--- src/inc/lcb_pkg.sv ---
// constants and carrier types of the led configuration bank
// Operation
// - chip enable bit 6 of register 0 gates all driving; resets to zero
// - bit 5 of register 1 picks logarithmic (1) or linear (0) curve
// - bit 4 of register 1 enables automatic power saving; resets to one
// - bit 3 of register 1 lets the pointer advance after each access
// - bit 2 of register 1 enables pwm dithering; resets to one
// - bit 1 of register 1 picks 35 mA (1) or 25.5 mA (0) range
// - bit 0 of register 1 turns every led output off; resets to zero
// - bit n of register 2 puts rgb module n under shared group control
// - register 3 is the group brightness, linear in code, resets to FFh
// - registers 4 to 6 are group colour fractions, each resetting to zero
package lcb_pkg;

    localparam int NUM_MODULES = 8;
    localparam int NUM_CHANNELS = 3;

    // register offsets
    localparam logic [7:0] ADDR_ENABLE = 8'h00;
    localparam logic [7:0] ADDR_OPTION = 8'h01;
    localparam logic [7:0] ADDR_GROUP_SEL = 8'h02;
    localparam logic [7:0] ADDR_BRIGHT = 8'h03;
    localparam logic [7:0] ADDR_COLOUR0 = 8'h04;
    localparam logic [7:0] ADDR_COLOUR1 = 8'h05;
    localparam logic [7:0] ADDR_COLOUR2 = 8'h06;

    // field positions
    localparam int BIT_CHIP_EN = 6;
    localparam int BIT_LOG_CURVE = 5;
    localparam int BIT_POWER_SAVE = 4;
    localparam int BIT_AUTO_INCR = 3;
    localparam int BIT_DITHER = 2;
    localparam int BIT_HIGH_RANGE = 1;
    localparam int BIT_ALL_OFF = 0;

    // values after reset
    localparam logic [7:0] RST_ENABLE = 8'h00;
    localparam logic [7:0] RST_OPTION = 8'h3c;
    localparam logic [7:0] RST_GROUP_SEL = 8'h00;
    localparam logic [7:0] RST_BRIGHT = 8'hff;
    localparam logic [7:0] RST_COLOUR = 8'h00;
    localparam logic [7:0] RST_PTR = 8'h00;
    localparam logic [7:0] UNMAPPED_READ = 8'h00;

    // the seven configuration registers
    typedef struct packed {
        logic [7:0]       device_enable_cfg;
        logic [7:0]       global_option_cfg;
        logic [7:0]       module_group_select;
        logic [7:0]       group_brightness;
        logic [2:0][7:0]  group_colour;
    } lcb_regs_s;

    // colour and brightness of one rgb module
    typedef struct packed {
        logic [2:0][7:0]  colour;
        logic [7:0]       brightness;
    } lcb_pixel_s;

    // whole state of the bank
    typedef struct packed {
        lcb_regs_s        regs;
        logic [7:0]       ptr;
        logic [7:0]       rdata;
        logic             rvalid;
        logic             drive_enable;
        logic             log_curve;
        logic             power_save;
        logic             dither;
        logic             high_range;
        logic             all_outputs_off;
        lcb_pixel_s [7:0] pixel;
    } lcb_state_s;

endpackage

--- src/rtl/lcb_config_bank.sv ---
// configuration register bank of the multi-channel led driver
`timescale 1ns/100ps
module lcb_config_bank
    import lcb_pkg::*;
(
    input  wire logic             i_clk,
    input  wire logic             i_rstn,
    input  wire logic             i_addr_load,
    input  wire logic [7:0]       i_addr,
    input  wire logic             i_wr,
    input  wire logic [7:0]       i_wdata,
    input  wire logic             i_rd,
    input  wire lcb_pixel_s [7:0] i_own_pixel,
    output logic [7:0]            o_ptr,
    output logic [7:0]            o_rdata,
    output logic                  o_rvalid,
    output logic                  o_drive_enable,
    output logic                  o_log_curve,
    output logic                  o_power_save,
    output logic                  o_auto_incr,
    output logic                  o_dither,
    output logic                  o_high_range,
    output logic                  o_all_outputs_off,
    output logic [7:0]            o_module_group_select,
    output lcb_pixel_s [7:0]      o_pixel
);

    lcb_state_s q;
    lcb_state_s next_q;

    // register read mux; offsets outside the bank answer a fixed value
    function automatic logic [7:0] read_reg(input lcb_regs_s r,
                                            input logic [7:0] a);
        logic [7:0] v;
        v = UNMAPPED_READ;
        case (a)
            ADDR_ENABLE:    v = r.device_enable_cfg;
            ADDR_OPTION:    v = r.global_option_cfg;
            ADDR_GROUP_SEL: v = r.module_group_select;
            ADDR_BRIGHT:    v = r.group_brightness;
            ADDR_COLOUR0:   v = r.group_colour[0];
            ADDR_COLOUR1:   v = r.group_colour[1];
            ADDR_COLOUR2:   v = r.group_colour[2];
            default:        v = UNMAPPED_READ;
        endcase
        return v;
    endfunction

    // next state: pointer, register writes, read data, derived controls
    always_comb begin
        logic access;
        logic active;
        access = (i_wr || i_rd) && !i_addr_load;
        active = 1'b0;
        next_q = q;
        next_q.rvalid = 1'b0;
        // a new address from the bus engine beats a data access
        if (i_addr_load) begin
            next_q.ptr = i_addr;
        end else if (access && q.regs.global_option_cfg[BIT_AUTO_INCR]) begin
            next_q.ptr = q.ptr + 8'h01;
        end
        // whole bytes stored, reserved bits included
        if (i_wr && !i_addr_load) begin
            case (q.ptr)
                ADDR_ENABLE: begin
                    next_q.regs.device_enable_cfg = i_wdata;
                end
                ADDR_OPTION: begin
                    next_q.regs.global_option_cfg = i_wdata;
                end
                ADDR_GROUP_SEL: next_q.regs.module_group_select = i_wdata;
                ADDR_BRIGHT:    next_q.regs.group_brightness = i_wdata;
                ADDR_COLOUR0:   next_q.regs.group_colour[0] = i_wdata;
                ADDR_COLOUR1:   next_q.regs.group_colour[1] = i_wdata;
                ADDR_COLOUR2:   next_q.regs.group_colour[2] = i_wdata;
                default:        next_q.regs = q.regs;
            endcase
        end else if (i_rd && !i_addr_load) begin
            // write wins when both strobes arrive together
            next_q.rdata = read_reg(q.regs, q.ptr);
            next_q.rvalid = 1'b1;
        end
        // controls follow the register in the same edge
        active = next_q.regs.device_enable_cfg[BIT_CHIP_EN]
                 && !next_q.regs.global_option_cfg[BIT_ALL_OFF];
        next_q.drive_enable = active;
        next_q.log_curve = next_q.regs.global_option_cfg[BIT_LOG_CURVE];
        next_q.power_save =
            next_q.regs.global_option_cfg[BIT_POWER_SAVE];
        next_q.dither = next_q.regs.global_option_cfg[BIT_DITHER];
        next_q.high_range =
            next_q.regs.global_option_cfg[BIT_HIGH_RANGE];
        next_q.all_outputs_off =
            next_q.regs.global_option_cfg[BIT_ALL_OFF];
        // per module source select; dark while disabled or shut down
        for (int m = 0; m < NUM_MODULES; m++) begin
            if (!active) begin
                next_q.pixel[m] = '0;
            end else if (next_q.regs.module_group_select[m]) begin
                next_q.pixel[m].colour = next_q.regs.group_colour;
                next_q.pixel[m].brightness =
                    next_q.regs.group_brightness;
            end else begin
                next_q.pixel[m] = i_own_pixel[m];
            end
        end
    end

    // single state register
    always_ff @(posedge i_clk or negedge i_rstn) begin
        if (!i_rstn) begin
            q.regs.device_enable_cfg <= RST_ENABLE;
            q.regs.global_option_cfg <= RST_OPTION;
            q.regs.module_group_select <= RST_GROUP_SEL;
            q.regs.group_brightness <= RST_BRIGHT;
            q.regs.group_colour <= {NUM_CHANNELS{RST_COLOUR}};
            q.ptr <= RST_PTR;
            q.rdata <= UNMAPPED_READ;
            q.rvalid <= 1'b0;
            q.drive_enable <= 1'b0;
            q.log_curve <= RST_OPTION[BIT_LOG_CURVE];
            q.power_save <= RST_OPTION[BIT_POWER_SAVE];
            q.dither <= RST_OPTION[BIT_DITHER];
            q.high_range <= RST_OPTION[BIT_HIGH_RANGE];
            q.all_outputs_off <= RST_OPTION[BIT_ALL_OFF];
            q.pixel <= '0;
        end else begin
            q <= next_q;
        end
    end

    // outputs straight from the state flops
    assign o_ptr = q.ptr;
    assign o_rdata = q.rdata;
    assign o_rvalid = q.rvalid;
    assign o_drive_enable = q.drive_enable;
    assign o_log_curve = q.log_curve;
    assign o_power_save = q.power_save;
    assign o_auto_incr = q.regs.global_option_cfg[BIT_AUTO_INCR];
    assign o_dither = q.dither;
    assign o_high_range = q.high_range;
    assign o_all_outputs_off = q.all_outputs_off;
    assign o_module_group_select = q.regs.module_group_select;
    assign o_pixel = q.pixel;
endmodule // lcb_config_bank

--- config.mk ---
export PLATFORM = sky130hd
export DESIGN_NAME = lcb_config_bank
export DESIGN_NICKNAME = d
export VERILOG_FILES = /design/src/inc/lcb_pkg.sv /design/src/rtl/lcb_config_bank.sv
export SDC_FILE = /design/constraint.sdc
export NUM_CORES = 1
export LEC_CHECK = 0
export ABC_AREA = 0
export BUFFER_PORTS_ARGS = -buffer_cell sky130_fd_sc_hd__buf_2
export CAP_MARGIN = 10
export CORE_ASPECT_RATIO = 0.9
export CORE_MARGIN = 10
export CORE_UTILIZATION = 35
export DETAILED_ROUTE_END_ITERATION = 10
export GPL_ROUTABILITY_DRIVEN = 1
export SYNTH_ARGS = -nofsm -noshare
export SYNTH_HDL_FRONTEND = slang
export SYNTH_SLANG_ARGS = --single-unit
--- constraint.sdc ---
create_clock -name i_clk -period 2.05 [get_ports i_clk]
set_input_delay 0.205 -clock i_clk [delete_from_list [all_inputs] [get_ports i_clk]]
set_output_delay 0.205 -clock i_clk [all_outputs]
set_load 0.02 [all_outputs]
==> summary.txt <==
Run status
  – Status: finished with violations
  – Violated checks: setup timing

Placement
  – GP Congestion: 0.868
  – DP Area: approximately 19000 sq um
  – IO Port Bufs: 564
  – Post-DP HPWL: 45.4 mm
  – Pre-CTS WS: -158 ps

Synthesis
  – Multiplexer share of the synthesized area: 0.205
  – Synth Area in Adders: 0.00312
  – Post-synthesis compound-gate area fraction: 0.0262
  – Largest cells by area after synthesis: dfrtp_1 50%, mux2i_1 16%, buf_4 13%
  – Synthesized area: between 15000 and 20000 sq um
  – Warnings from Yosys: 0
  – Sequential fraction of the synthesis area: 0.516
  – Synth Area in Simple Gates: 0.0799
  – Synth top area share: 0.497
  – Synth unique cells: 40
  – Cell taking the most area after synthesis: dfrtp_1
  – Post-synthesis area per instance: about 11 sq um
  – Syn Inst Count: around 1.4k
  – Synth Net Count: 1674
  – Main combinational cell family by area after synthesis: multiplexers
  – Flops & latches, synth: between 300 and 400
  – Post-Synth XOR/XNOR Area: 0.00383

Critical path
  – Reg2reg start: o_ptr[2]
  – CP Max Fanout: 8
  – CP startpoint: o_ptr[2]
  – WP data arrival: 2590 ps
  – Kind of critical path: flip-flop to flip-flop
  – Critical path capture point type: flip-flop
  – FF-to-FF setup slack: -130 ps
  – CP required: 2470 ps
  – Worst setup SP type: flip-flop

Global routing
  – Total GRT Usage: 0.226
  – Antenna violations before repair: 3
  – Global-route wire length before repair: just over 90 mm
  – Largest net degree at the start of global routing: between 80 and 90
  – Vias in the first global route: around 14k
  – Gr ovfl total: 0

Die
  – Die width: 246 um
  – I/O Pins: 565
  – Die H: 223 um
  – Core area: 45300 sq um
  – Die Area: 54700 sq um
  – Initial core utilization: 0.354
  – Rows: between 70 and 80

Job
  – MaxCap Viol Count: 0

Route
  – DR iter-0 viols: 870
  – WL final: 71.5 mm
  – Vias: 13.3k
  – DRC viols: 0
  – Drt first pass iters: 5
  – Drt via density: 4.87
  – Antenna Nets Post-Route: 0
  – WL per Instance: roughly 26 um

Hold path
  – HP Class: input pin to flip-flop
  – Hold Startpoint: i_wr

CTS
  – Num CTS Buffers: 36
  – Clk root buf: clkbuf_16
  – Clock-pin slew on the worst setup and hold paths: 60 ps
  – H-Tree Depth: 2
  – CTS tree: built
  – Clock latency on the worst-skew pair: 540 ps
  – Maximum clock path buffer count: 3
  – CTS Sinks: 330

Layout
  – Final core utilization: 0.523
  – Post-Layout Inst Area: roughly 24000 sq um
  – Nets: 2376
  – Commonest non-fill, non-tap cell in the layout: buf_2
  – Share of layout cells above drive strength 1: 0.437
  – Layout area overhead: 47.8%
  – Most frequent cells in the layout: 563 x buf_2, 317 x dfrtp_1, 262 x dlygate4sd3_1, 250 x nor2_1, 228 x mux2i_1

Power
  – LEAKAGE: 13.7 nW
  – PD cells: approximately 810 nW/um^2
  – Total chip power: 19.3 mW
  – Reg power frac: 0.379
  – VDD IR max: 0.634 mV
  – Clk pwr share: 0.335
  – Comb pwr share: 0.286
  – Switch Pwr: 5.93 mW
  – Sw Ratio: 0.308
  – Int Pwr: approximately 13 mW

Timing
  – Unrepaired setup endpoints after global routing: yes
  – Final hold slack: around 53 ps
  – Slew HR: 0.695
  – Number of max-slew violations in the final report: 0
  – Worst-Margin Slew: 458 ps
  – Final worst path period need: 2180 ps
  – Hold Fails Final Rpt: 0
  – Tcrit/Tclk final: 1.06
  – Final setup vio count: 200
  – Crit path setup slack, layout: -127 ps
  – Fin Clk Skew: 17.2 ps
  – Max frequency: 459 MHz
[sequential cells by signal, indices dropped and copies added, names as in the netlist]
| signal | cells |
|---|---|
| o_module_group_select | 8 |
| o_rvalid | 1 |
| q | 47 |
| o_rdata | 8 |
| o_pixel | 256 |
| o_auto_incr | 1 |
| o_drive_enable | 1 |
| o_ptr | 8 |
[cells in the mapped netlist]
cell and count:
dfrtp_1 318, buf_4 280, nor2_1 264, mux2i_1 258
mux2_2 46, buf_2 30, buf_6 25, nand2_1 22
a22oi_1 20, clkbuf_1 16, inv_1 15, o21ai_0 15
dfstp_2 12, nand3_1 10, mux2i_4 8, xor2_1 5
a21oi_1 4, a2bb2oi_1 4, ha_1 4, nand4_1 4
o221ai_1 4, a211o_1 3, a22o_1 3, a311oi_1 3
and2_0 2, nand2b_1 2, nand3_2 2, xnor2_1 2
a21o_1 1, a222oi_1 1, and2_1 1, and2b_1 1
and3_1 1, inv_2 1, nor2b_1 1, nor3_1 1
nor4_4 1, nor4b_4 1, nor4bb_1 1, o21a_1 1
[logic make-up (layout without fill, tap and decap cells)]
kind of cell             count (synthesis)  after routing
AO/OA/AOI/OAI                           59             59
XOR/XNOR                                 7              7
adder cells (fa/ha/maj)                  4              4
buffers and inverters                  367           1087
flip-flops                             330            330
multiplexers                           312            319
other                                    0              2
AND/OR/NAND/NOR                        314            314
[area by class of cell]
class                           count  area, sq um
Antenna cell                        2         5.00
Clock buffer                       60         1100
Clock inverter                      3         40.0
Fill cell                        3766        21600
Inverter                           16         60.1
Multi-Input combinational cell    703         5520
Sequential cell                   330         8270
Tap cell                          608          761
Timing Repair Buffer             1008         7910
[critical path, stage by stage (launching register included)]
cell,delay [ps]
dfrtp_2,440
nor4b_4,330
nand3_2,130
buf_12,190
mux2i_4,230
buf_6,170
buf_12,200
mux2i_2,260
nor2_1,80
[per-layer routing]
layer	GRT usage	up-vias	routed length, um
li1	-	5765	-
met5	0	-	13
met2	0.384	687	35100
met1	0.262	6702	27500
met3	0.0705	136	6090
met4	0.0836	2	2770
[worst paths after layout]
check                          endpoint  cells after the start
max                        o_pixel[151]                      8
min                            o_rvalid                      4
max reg2reg                o_pixel[151]                      8
min reg2reg                  o_rdata[3]                      1
max in group asynchronous  o_pixel[165]                      4
min in group asynchronous   o_pixel[99]                      2
[power groups by stage]
| stage | Clock, mW | Sequential [mW] | Combinational [mW] |
|---|---|---|---|
| after floorplan | 0 | 7.34 | 2.79 |
| after global routing | 6.84 | 7.35 | 5.77 |
| after CTS | 6.56 | 7.28 | 4.78 |
| final | 6.45 | 7.30 | 5.50 |
| after global placement | 0 | 7.38 | 4.20 |
| after detailed placement | 0 | 7.39 | 4.23 |
[repair_timing]
item                                    in CTS  in global routing
endpoints found under the setup margin     203                264
cloned                                       2                 25
buffers inserted                            11                 18
resized for setup                           36                107
hold buffers                               262                  0
pin swaps                                    4                 14
hold endpoints to repair                   433                  0
[per-stage QoR]
stage	setup TNS, ps	cells
finish	-6290	2730
global route	-28300	2728
global placement	-1210	2347
detailed placement	-4350	2347
CTS	-2360	2685
floorplan	0	1393
(Power assumes the default switching activity.)
